==> config.mk <==
export PLATFORM = sky130hd
export DESIGN_NAME = quad_decoder
export DESIGN_NICKNAME = d
export VERILOG_FILES = /design/src/rtl/quad_pkg.sv /design/src/rtl/quad_axis.sv /design/src/rtl/quad_decoder.sv
export SDC_FILE = /design/constraint.sdc
export NUM_CORES = 1
export LEC_CHECK = 0
export BUFFER_PORTS_ARGS = -buffer_cell sky130_fd_sc_hd__buf_2
export CELL_PAD_IN_SITES_DETAIL_PLACEMENT = 0
export CELL_PAD_IN_SITES_GLOBAL_PLACEMENT = 1
export CORE_MARGIN = 4
export CORE_UTILIZATION = 40
export CTS_CLUSTER_DIAMETER = 30
export DETAILED_ROUTE_END_ITERATION = 8
export GPL_TIMING_DRIVEN = 0
export PLACE_DENSITY = 0.81
export SYNTH_ARGS = -nofsm -noshare
export SYNTH_HDL_FRONTEND = slang
export SYNTH_SLANG_ARGS = --single-unit
export TNS_END_PERCENT = 10
==> constraint.sdc <==
create_clock -name clk -period 3.7 [get_ports clk]
set_input_delay 0.925 -clock clk [delete_from_list [all_inputs] [get_ports clk]]
set_output_delay 0.925 -clock clk [all_outputs]
set_load 0.005 [all_outputs]
==> src/rtl/quad_pkg.sv <==
// Shared constants and carrier types for the three-axis quadrature decoder.
// Assumes a single 100 MHz clock and synchronous active-low reset.
package quad_pkg;
    localparam int          NUM_AXES      = 3;
    localparam int          CNT_W         = 16;
    localparam logic [15:0] CNT_RST       = 16'h0000;
    localparam int          CLK_MHZ       = 100;
    // Sample rates in kHz, selected by rate_sel
    localparam int          RATE0_KHZ     = 26000;
    localparam int          RATE1_KHZ     = 13000;
    localparam int          RATE2_KHZ     = 6500;
    localparam int          RATE3_KHZ     = 3250;
    // Cycles between sample enables, rounded down, so each rate runs fast, the fastest near 33 MHz
    localparam int          DIV0          = (CLK_MHZ * 1000) / RATE0_KHZ;
    localparam int          DIV1          = (CLK_MHZ * 1000) / RATE1_KHZ;
    localparam int          DIV2          = (CLK_MHZ * 1000) / RATE2_KHZ;
    localparam int          DIV3          = (CLK_MHZ * 1000) / RATE3_KHZ;
    localparam int          DIV_W         = 6;
    localparam logic [1:0]  RATE_RST      = 2'h0;

    typedef struct packed {
        logic phase_a;
        logic phase_b;
    } quad_pins_t;

    typedef struct packed {
        logic [CNT_W-1:0] fwd;
        logic [CNT_W-1:0] rev;
    } thresh_t;

    typedef enum logic [1:0] {
        DIR_IDLE = 2'b00,
        DIR_FWD  = 2'b01,
        DIR_REV  = 2'b10
    } dir_t;
endpackage

==> src/rtl/quad_axis.sv <==
// One axis: synchroniser, edge and phase detection, counter and threshold flags.
// Assumes sample_en is a one-cycle pulse from the shared rate divider.
`timescale 1ns/1ns
module quad_axis
    import quad_pkg::*;
#(
    parameter int W = CNT_W
) (
    input  wire logic         clk,
    input  wire logic         rst_n,
    input  wire logic         sample_en,
    input  wire quad_pins_t   pins,
    input  wire logic [W-1:0] thr_fwd,
    input  wire logic [W-1:0] thr_rev,
    input  wire logic         clear,
    output logic [W-1:0]      count,
    output dir_t              dir,
    output logic              hit_fwd,
    output logic              hit_rev
);
    quad_pins_t meta_q;
    quad_pins_t sync_q;
    quad_pins_t prev_q;
    logic       step_up;
    logic       step_dn;

    // Three stages on the sample enable; first stage feeds only the second
    always_ff @(posedge clk) begin
        if (!rst_n) begin
            meta_q <= '0;
            sync_q <= '0;
            prev_q <= '0;
        end else if (sample_en) begin
            meta_q <= pins;
            sync_q <= meta_q;
            prev_q <= sync_q;
        end
    end

    // Every edge of one phase alone is a step, none when both change in one sample; direction from which phase leads
    always_comb begin
        step_up = 1'b0;
        step_dn = 1'b0;
        if (sample_en && (sync_q != prev_q) && !((sync_q.phase_a != prev_q.phase_a) &&
                (sync_q.phase_b != prev_q.phase_b))) begin
            // A leads B: new A differs from old B
            if ((sync_q.phase_a ^ prev_q.phase_b) == 1'b1) begin
                step_up = 1'b1;
            end else begin
                step_dn = 1'b1;
            end
        end
    end

    // Unsigned counter wrapping modulo 2^W; a step outranks a clear
    always_ff @(posedge clk) begin
        if (!rst_n) begin
            count <= CNT_RST;
        end else if (step_up) begin
            count <= count + W'(1);
        end else if (step_dn) begin
            count <= count - W'(1);
        end else if (clear) begin
            count <= CNT_RST;
        end
    end

    always_ff @(posedge clk) begin
        if (!rst_n) begin
            dir <= DIR_IDLE;
        end else if (step_up) begin
            dir <= DIR_FWD;
        end else if (step_dn) begin
            dir <= DIR_REV;
        end
    end

    // One-cycle pulses when the count reaches the threshold of its own direction
    always_ff @(posedge clk) begin
        if (!rst_n) begin
            hit_fwd <= 1'b0;
            hit_rev <= 1'b0;
        end else begin
            hit_fwd <= step_up && (count + W'(1) == thr_fwd);
            hit_rev <= step_dn && (count - W'(1) == thr_rev);
        end
    end

    chk_hit_fwd_cause: assert property (@(posedge clk) disable iff (!rst_n)
        hit_fwd |-> (count == thr_fwd) && (dir == DIR_FWD))
        else $error("forward hit without matching count");
    chk_hit_rev_cause: assert property (@(posedge clk) disable iff (!rst_n)
        hit_rev |-> (count == thr_rev) && (dir == DIR_REV))
        else $error("reverse hit without matching count");
    chk_count_step: assert property (@(posedge clk) disable iff (!rst_n)
        !sample_en |=> $stable(count) || count == CNT_RST)
        else $error("count moved without a sample");
    chk_count_up_one: assert property (@(posedge clk) disable iff (!rst_n)
        step_up |=> count == $past(count) + W'(1))
        else $error("up step not plus one");
    chk_sync_latency: assert property (@(posedge clk) disable iff (!rst_n)
        sample_en |=> sync_q == $past(meta_q))
        else $error("sync stage skipped");
endmodule

==> src/rtl/quad_decoder.sv <==
// Three-axis quadrature decoder top: rate divider, three axis channels, interrupt.
// Assumes sensor pins are already routed to this block; software settings are plain ports.
//
// Function
// - Three independent axes X, Y, Z, each with two input pins.
// - Direction of motion follows which input of an axis leads.
// - Every edge of either input of an axis is counted, except when both inputs change in one sample.
// - Each axis keeps its own unsigned 16-bit count.
// - Interrupt when a count reaches its per-direction threshold.
// - Sampling rate selectable among nominal 26, 13, 6.5 and 3.25 MHz, run as about 33.3, 14.3, 6.7 and 3.3 MHz.
// - Wakeup only for the axis routed through the always-on pin.
`timescale 1ns/1ns
module quad_decoder
    import quad_pkg::*;
#(
    parameter int AXES = NUM_AXES,
    parameter int W    = CNT_W
) (
    input  wire logic                   clk,
    input  wire logic                   rst_n,
    input  wire quad_pins_t [AXES-1:0]  axis_pins,
    input  wire logic [1:0]             rate_sel,
    input  wire thresh_t [AXES-1:0]     thresholds,
    input  wire logic [AXES-1:0]        count_clear,
    input  wire logic [AXES-1:0]        irq_clear,
    input  wire logic [1:0]             wake_axis,
    input  wire logic                   sleep_mode,
    output logic [AXES-1:0][W-1:0]      counts,
    output dir_t [AXES-1:0]             dirs,
    output logic [AXES-1:0]             irq_pending,
    output logic                        irq,
    output logic                        wake
);
    logic [DIV_W-1:0] div_q;
    logic [DIV_W-1:0] div_lim;
    logic             sample_en;
    logic [AXES-1:0]  hit;

    always_comb begin
        case (rate_sel)
            2'h0:    div_lim = DIV_W'(DIV0 - 1);
            2'h1:    div_lim = DIV_W'(DIV1 - 1);
            2'h2:    div_lim = DIV_W'(DIV2 - 1);
            2'h3:    div_lim = DIV_W'(DIV3 - 1);
            default: div_lim = DIV_W'(DIV0 - 1);
        endcase
    end

    // 100 MHz is not a multiple of 26 MHz, so the fastest rate lands at about 33 MHz
    always_ff @(posedge clk) begin
        if (!rst_n) begin
            div_q <= '0;
        end else if (div_q >= div_lim) begin
            div_q <= '0;
        end else begin
            div_q <= div_q + DIV_W'(1);
        end
    end
    assign sample_en = (div_q >= div_lim);

    // Checker-only: cycles since the last sample, and whether the rate held still since it
    logic [DIV_W-1:0] gap_q;
    logic [1:0]       rate_q;
    logic             rate_held_q;

    always_ff @(posedge clk) begin
        if (!rst_n) begin
            gap_q <= '0;
        end else if (sample_en) begin
            gap_q <= '0;
        end else begin
            gap_q <= gap_q + DIV_W'(1);
        end
    end

    always_ff @(posedge clk) begin
        if (!rst_n) begin
            rate_q      <= RATE_RST;
            rate_held_q <= 1'b0;
        end else begin
            rate_q <= rate_sel;
            if (sample_en) begin
                rate_held_q <= 1'b1;
            end else if (rate_sel != rate_q) begin
                rate_held_q <= 1'b0;
            end
        end
    end

    genvar g;
    generate
        for (g = 0; g < AXES; g++) begin : g_axis
            logic hf;
            logic hr;
            quad_axis #(.W(W)) u_axis (
                .clk       (clk),
                .rst_n     (rst_n),
                .sample_en (sample_en),
                .pins      (axis_pins[g]),
                .thr_fwd   (thresholds[g].fwd),
                .thr_rev   (thresholds[g].rev),
                .clear     (count_clear[g]),
                .count     (counts[g]),
                .dir       (dirs[g]),
                .hit_fwd   (hf),
                .hit_rev   (hr)
            );
            assign hit[g] = hf | hr;

            // Sticky pending; a new hit wins over a clear in the same cycle
            always_ff @(posedge clk) begin
                if (!rst_n) begin
                    irq_pending[g] <= 1'b0;
                end else if (hit[g]) begin
                    irq_pending[g] <= 1'b1;
                end else if (irq_clear[g]) begin
                    irq_pending[g] <= 1'b0;
                end
            end

            // Per-axis checks on the pending flag and the count it follows
            chk_pend_set: assert property (@(posedge clk) disable iff (!rst_n)
                hit[g] |=> irq_pending[g])
                else $error("pending flag missed a hit");
            chk_pend_hold: assert property (@(posedge clk) disable iff (!rst_n)
                (irq_pending[g] && !irq_clear[g]) |=> irq_pending[g])
                else $error("pending flag dropped without a clear");
            chk_pend_drop: assert property (@(posedge clk) disable iff (!rst_n)
                (irq_clear[g] && !hit[g]) |=> !irq_pending[g])
                else $error("pending flag survived a clear");
            chk_pend_rise: assert property (@(posedge clk) disable iff (!rst_n)
                $rose(irq_pending[g]) |-> $past(hit[g]))
                else $error("pending flag rose without a hit");
            chk_hit_one_dir: assert property (@(posedge clk) disable iff (!rst_n)
                !(hf && hr))
                else $error("both direction hits at once");
            chk_count_idle: assert property (@(posedge clk) disable iff (!rst_n)
                (!sample_en && !count_clear[g]) |=> $stable(counts[g]))
                else $error("axis count moved on its own");
            chk_clear_zero: assert property (@(posedge clk) disable iff (!rst_n)
                (count_clear[g] && !sample_en) |=> counts[g] == '0)
                else $error("clear did not zero the count");
            chk_count_delta: assert property (@(posedge clk) disable iff (!rst_n)
                sample_en |=> $stable(counts[g]) || counts[g] == '0 ||
                    counts[g] == $past(counts[g]) + W'(1) || counts[g] == $past(counts[g]) - W'(1))
                else $error("count moved by more than one step");
            chk_dir_idle: assert property (@(posedge clk) disable iff (!rst_n)
                !sample_en |=> $stable(dirs[g]))
                else $error("direction changed without a sample");
        end
    endgenerate

    // In sleep only the always-on pin's axis still reaches the wake output
    always_ff @(posedge clk) begin
        if (!rst_n) begin
            irq  <= 1'b0;
            wake <= 1'b0;
        end else begin
            irq  <= !sleep_mode && (|irq_pending);
            wake <= sleep_mode && (wake_axis < 2'(AXES)) && irq_pending[wake_axis];
        end
    end

    chk_irq_follows: assert property (@(posedge clk) disable iff (!rst_n)
        (!sleep_mode && |irq_pending) |=> irq)
        else $error("irq not raised for pending hit");
    chk_irq_quiet: assert property (@(posedge clk) disable iff (!rst_n)
        !(|irq_pending) |=> !irq)
        else $error("irq raised with nothing pending");
    chk_irq_cause: assert property (@(posedge clk) disable iff (!rst_n)
        irq |-> !$past(sleep_mode) && $past(|irq_pending))
        else $error("irq without an awake pending flag");
    chk_sleep_no_irq: assert property (@(posedge clk) disable iff (!rst_n)
        $past(sleep_mode) |-> !irq)
        else $error("irq raised in sleep");

    chk_wake_source: assert property (@(posedge clk) disable iff (!rst_n)
        wake |-> $past(sleep_mode) && $past(irq_pending[wake_axis]))
        else $error("wake without pending always-on axis");
    chk_wake_follows: assert property (@(posedge clk) disable iff (!rst_n)
        (sleep_mode && (wake_axis < 2'(AXES)) && irq_pending[wake_axis]) |=> wake)
        else $error("wake missed a pending always-on axis");
    chk_wake_awake: assert property (@(posedge clk) disable iff (!rst_n)
        !sleep_mode |=> !wake)
        else $error("wake raised while awake");
    chk_wake_none: assert property (@(posedge clk) disable iff (!rst_n)
        (wake_axis >= 2'(AXES)) |=> !wake)
        else $error("wake raised with no always-on axis");
    chk_set_wins: assert property (@(posedge clk) disable iff (!rst_n)
        (hit[0] && irq_clear[0]) |=> irq_pending[0])
        else $error("clear beat a hit");

    chk_div_period: assert property (@(posedge clk) disable iff (!rst_n)
        (sample_en && rate_sel == 2'h3 && $stable(rate_sel)) |=> !sample_en [*8])
        else $error("slowest rate sample too early");
    chk_sample_pulse: assert property (@(posedge clk) disable iff (!rst_n)
        sample_en |=> !sample_en)
        else $error("sample enable longer than one cycle");
    chk_div_range: assert property (@(posedge clk) disable iff (!rst_n)
        div_q <= DIV_W'(DIV3 - 1))
        else $error("divider ran past the slowest limit");

    // Sample spacing per rate, judged only where the rate held since the last sample
    chk_rate0_gap: assert property (@(posedge clk) disable iff (!rst_n)
        (sample_en && rate_held_q && (rate_sel == rate_q) && (rate_sel == 2'h0))
            |-> gap_q == DIV_W'(DIV0 - 1))
        else $error("fastest rate sample spacing wrong");
    chk_rate1_gap: assert property (@(posedge clk) disable iff (!rst_n)
        (sample_en && rate_held_q && (rate_sel == rate_q) && (rate_sel == 2'h1))
            |-> gap_q == DIV_W'(DIV1 - 1))
        else $error("second rate sample spacing wrong");
    chk_rate2_gap: assert property (@(posedge clk) disable iff (!rst_n)
        (sample_en && rate_held_q && (rate_sel == rate_q) && (rate_sel == 2'h2))
            |-> gap_q == DIV_W'(DIV2 - 1))
        else $error("third rate sample spacing wrong");
    chk_rate3_gap: assert property (@(posedge clk) disable iff (!rst_n)
        (sample_en && rate_held_q && (rate_sel == rate_q) && (rate_sel == 2'h3))
            |-> gap_q == DIV_W'(DIV3 - 1))
        else $error("slowest rate sample spacing wrong");
endmodule

Word level (Yosys, flattened, before mapping)
Index checks and enable logic that the tools add are counted.

word-level totals
  output and inout port bits = 59
  bits in registers = 89
  word-level logic and storage cells = 147
  input bits = 115

cells by class
  magnitude comparators = 3
  bitwise logic cells = 7
  muxes and demuxes = 36
  add/sub/neg operators = 7
  reduce and logical (&&, ||, !) cells = 37
  eq/ne operators = 18

operator list
  kind                     number
  $mux W16                 9
  $eq A16 B16 Y1           6
  $add A16 B1 Y16 const B  3
  $sub A16 B1 Y16 const B  3
  $mux W1                  25
  $pmux W6 S4              1
  $logic_and A1 B1 Y1      18
  $reduce_bool A2 Y1       6
  $reduce_bool A3 Y1       3
  $reduce_or A2 Y1         4
  $add A6 B1 Y6 const B    1
  $ge A6 B6 Y1             1
  $ne A1 B1 Y1             6
  $ne A2 B2 Y1             3
  $eq A2 B2 Y1 const B     2
  $logic_not A1 Y1         4
  $lt A2 B3 Y1 const B     1
  $or A1 B1 Y1             3
  $reduce_or A3 Y1         1
  $xor A1 B1 Y1            3
  $bmux W1 S2              1
  $eq A2 B1 Y1 const B     1
  $logic_not A2 Y1         1
  $lt A2 B2 Y1 const B     1
  $not A1 Y1               1

Longest topological paths before layout
  depth after elaboration = 8
  mapped depth = 12
  depth with buffers taken out = 9

Modules after synthesis
A second synthesis with hierarchy kept.

unflattened totals
  cell total of the unflattened synthesis = 964
  area, all modules = 7412.1 um^2

modules (own cells, without submodules)
  module        cells each  seq. area each (um^2)  area each (um^2)  times used
  quad_axis     303         520.5                  2292.2            3
  quad_decoder  55          220.2                  535.5             1

Worst setup path before layout
OpenSTA, ideal clock, no wires.

  path type = input-to-reg
  from = input port rate_sel[1]
  to = register g_axis[1].u_axis.meta_q[1] in the netlist's numbering
  library setup time = 0.071 ns
  path slack = 0.622 ns
  cell stages on the path = 11
  path buffers = 4
  data required time = 3.629 ns
  arrival time = 3.008 ns
  path through = inv_1 -> ha_1 -> a21o_1 -> a211oi_1 -> o21a_1 -> clkbuf_1 -> clkbuf_1 -> clkbuf_1 -> buf_1 -> nand2_1 -> a21oi_1

on the way
  word-level cells in the longest chain between the ends = 3
  elaborated cells on any way between the ends = 6
  those cells by class = order compare: 1; eq/ne: 3; mux: 1; reduce/logical: 1

ends and longest elaborated chain
  item                                  line                source
  from (decl)                           quad_decoder.sv:22  input wire logic [1:0] rate_sel,
  $eq A2 B2 Y1 (tied with other cells)  quad_decoder.sv:40  case (rate_sel)
  $pmux W6 S4 (*)                       quad_decoder.sv:40
  $ge A6 B6 Y1 (*)                      quad_decoder.sv:59  assign sample_en = (div_q >= div_lim);
  to (signal assigned)                  quad_axis.sv:34     meta_q <= pins;
  to (decl)                             quad_axis.sv:21     quad_pins_t meta_q;

Mark *: on every way between the ends. The rest lies on a longest branch, timed or not. The select of a mux whose other input is x is not followed.
A chain may end at the register's enable or synchronous reset.

Worst setup path after layout
  from = input port rate_sel[1]
  to = register g_axis[0].u_axis.meta_q[0] in the netlist's numbering

on the way
  word-level cells in the longest chain between the ends = 3
  elaborated cells on any way between the ends = 6
  those cells by class = order compare: 1; eq/ne: 3; mux: 1; reduce/logical: 1

ends and longest elaborated chain
  item                                  line
  $eq A2 B2 Y1 (tied with other cells)  quad_decoder.sv:40
  $pmux W6 S4 (*)                       quad_decoder.sv:40
  $ge A6 B6 Y1 (*)                      quad_decoder.sv:59
  to (signal assigned)                  quad_axis.sv:34
  to (decl)                             quad_axis.sv:21

Marks and branches as above.

==> impl_results.md <==
- Synth Register Bits: 89
- Most frequent cells in the layout: 181 x buf_2, 106 x nand2_1, 93 x xnor2_1, 89 x dfxtp_1, 81 x nor2_1
- Worst R2R Path Depth: 9
- TritonRoute pass-1 iters: 5
- # DRC: 0
- Final Power: 2.20 mW
- Dominant cell type by area after synthesis: dfxtp_1
- Worst Tran Pin Value: 1070 ps
- Total track usage: 0.250
- YS warnings: 0
- Placement Setup Slack: -731 ps
- Final hold viol count: 0
- Critical path data arrival time: 3900 ps
- FF+latch area: 1780 sq um
- Die Ht: 145 um
- Final Setup Violations: 0
- Antenna violations before repair: 1
- First-pass GRT wire length: ~43 mm
- Area Overhead vs Synth: 19.2%
- Asr flop ratio synth: 0
- CTS tree: built
- Commonest non-fill, non-tap cell in the layout: buf_2
- Congestion Overflow GR: 0
- Nets: 1,311
- Final worst-path cycle share: 0.976
- H-tree depth reported by CTS: 3
- WL final: approximately 28 mm
- DIE AREA: 21,100 sq um
- CTS clock-pin slew for the worst setup and hold paths: 80 ps
- Post-route antenna net violation count: 0
- Setup ws final: 87.0 ps
- Syn nets: 1,127
- Vias per inst: around 5.9
- N_diodes: 0
- Placed Area: 8700 sq um
- Critical path peak fanout: 10
- Core Area: between 15,000 and 20,000 sq um
- DP HPWL: between 20 and 25 mm
- Critical Path RT: 3990 ps
- Clk Latency, worst-skew pair: 360 ps
- Deepest clock path buffer count: 2
- WL per Instance: 19.4 um
- Top FF cell, synth: dfxtp_1
- Status: finished, final reports clean
- Setup_tns: 0 ps
- CTS Buf Count: 9
- Post-CTS Setup Bufs: 0
- Crit path capture type: flop
- Largest net degree at the start of global routing: 19
- Synth Instances: 1,000
- Worst slew margin: 0.282
- Design Area, Final: 9000 sq um
- Post-layout minimum cycle time: 3610 ps
- Synth cell types: 74
- Number of synthesized flops with an enable pin: 0
- Kind of critical path: input pin to flop
- Starting Density: 0.413
- Max Fclk: 277 MHz
- Hold crit path type: flop to flop
- DR iter-0 viols: 629
- # rows: 49
- Die X: 145 um
- Top-area cell type share of the netlist area: 0.236
- CP Launch Type: input pin
- Post-synthesis sequential area ratio: 0.236
- CTS root buf: clkbuf_16
- Fill count: 1,914
- Layout cells sized above 1: 0.189
- Peak supply drop: between 0.00015 and 0.0002 V
- RSZ-0062 raised after global routing: yes
- Largest cells by area after synthesis: dfxtp_1 24%, xnor2_1 11%, xor2_1 6.5%
- IO Port Bufs: around 170
- Leak: 3.56 nW
- Worst Hold Depth: 2
- Post-Syn Area per Cell: 7.55 sq um
- Vias after detailed routing: 8,356
- Boundary Pins: 174
- Final Skew: slightly above 9 ps
- PwrDens: 245 nW/um^2
- Mapped cell area: 7550 sq um
- Sink Count: 89
- Multi-input logic area: 5380 sq um
- Global placement routability congestion: 0.881
- Max cap viols: 0
- Number of global-route vias before repair: approximately 8,000
- Slew Limit Fails: 0
==> final timing paths <==
path	from	endpoint	slack, ps
setup / recovery	rate_sel[1]	g_axis[0].u_axis.meta_q[0]	90
hold / removal	g_axis[1].u_axis.meta_q[1]	g_axis[1].u_axis.meta_q[1]	460
setup reg to reg	g_axis[2].u_axis.count[0]	g_axis[2].u_axis.hit_rev	370
hold reg to reg	g_axis[1].u_axis.meta_q[1]	g_axis[1].u_axis.meta_q[1]	460
==> logic make-up (layout without fill, tap and decap cells) <==
| family | after synthesis | in the layout | share of synthesized area |
|---|---|---|---|
| buffers and inverters | 101 | 290 | 0.0515 |
| AND/OR/NAND/NOR | 381 | 381 | 0.252 |
| adder cells (fa/ha/maj) | 12 | 12 | 0.0199 |
| flip-flops | 89 | 89 | 0.236 |
| XOR/XNOR | 152 | 152 | 0.182 |
| multiplexers | 6 | 6 | 0.00829 |
| AO/OA/AOI/OAI | 259 | 259 | 0.250 |
==> metrics by stage <==
step / util / instances / hold WS [ps]
after floorplan: - / 1000 / 430
after global placement: 0.476 / 1402 / 440
after detailed placement: 0.476 / 1402 / 448
after CTS: 0.492 / 1418 / 459
after global routing: 0.493 / 1418 / 481
final: 0.493 / 1418 / 455
==> metal layers <==
metal,part of all wire,global-route usage
met5,0.00044,0
met4,0.016,0.0674
met3,0.072,0.0458
met2,0.45,0.398
met1,0.46,0.350
==> report_power, final <==
group / total, mW / internal [mW] / switching, mW
clock: 0.948 / 0.477 / 0.471
combinational: 0.287 / 0.125 / 0.162
sequential: 0.968 / 0.963 / 0.00522
==> sequential cells by signal (all words and copies together) (netlist names) <==
register,cells
irq_pending,3
wake,1
g_axis.u_axis.meta_q,6
g_axis.u_axis.count,48
g_axis.u_axis.prev_q,6
g_axis.u_axis.hit_fwd,3
div_q,6
g_axis.u_axis.sync_q,6
g_axis.u_axis.hit_rev,3
irq,1
g_axis.u_axis.dir,6
==> cell usage after synthesis, drive strengths merged, types with 13 or more instances <==
master / count
nor3: 28
xor2: 56
nand2: 106
a221oi: 14
nand4: 19
clkbuf: 63
a21oi: 54
nand2b: 13
nand3: 47
dfxtp: 89
a311oi: 15
inv: 23
nor2: 81
buf: 15
xnor2: 93
nor4: 18
o21ai: 31
==> critical path, stage by stage <==
cell and delay [ps]:
buf_2 110, nand2_1 80, inv_1 60, ha_1 260
nand2b_1 90, a21oi_1 80, o21ai_1 410, clkbuf_1 470
clkbuf_1 660, clkbuf_1 470, nand2_1 120, a21oi_1 160
==> final cells by class <==
cell class                      instances  share of cell area
Timing Repair Buffer                  173              0.0962
Tap cell                              229              0.0318
Buffer                                 78              0.0343
Clock inverter                          7             0.00737
Clock buffer                            9              0.0250
Multi-Input combinational cell        810               0.598
Sequential cell                        89               0.198
Inverter                               23             0.00959
==> timing repair <==
item                                    CTS  global route
hold buffers                              0             0
endpoints found under the setup margin   20            15
pin swaps                                 0             0
cloned                                    0             0
gates resized for setup                   3             5
No activity file was read; power rests on OpenSTA's default activity.
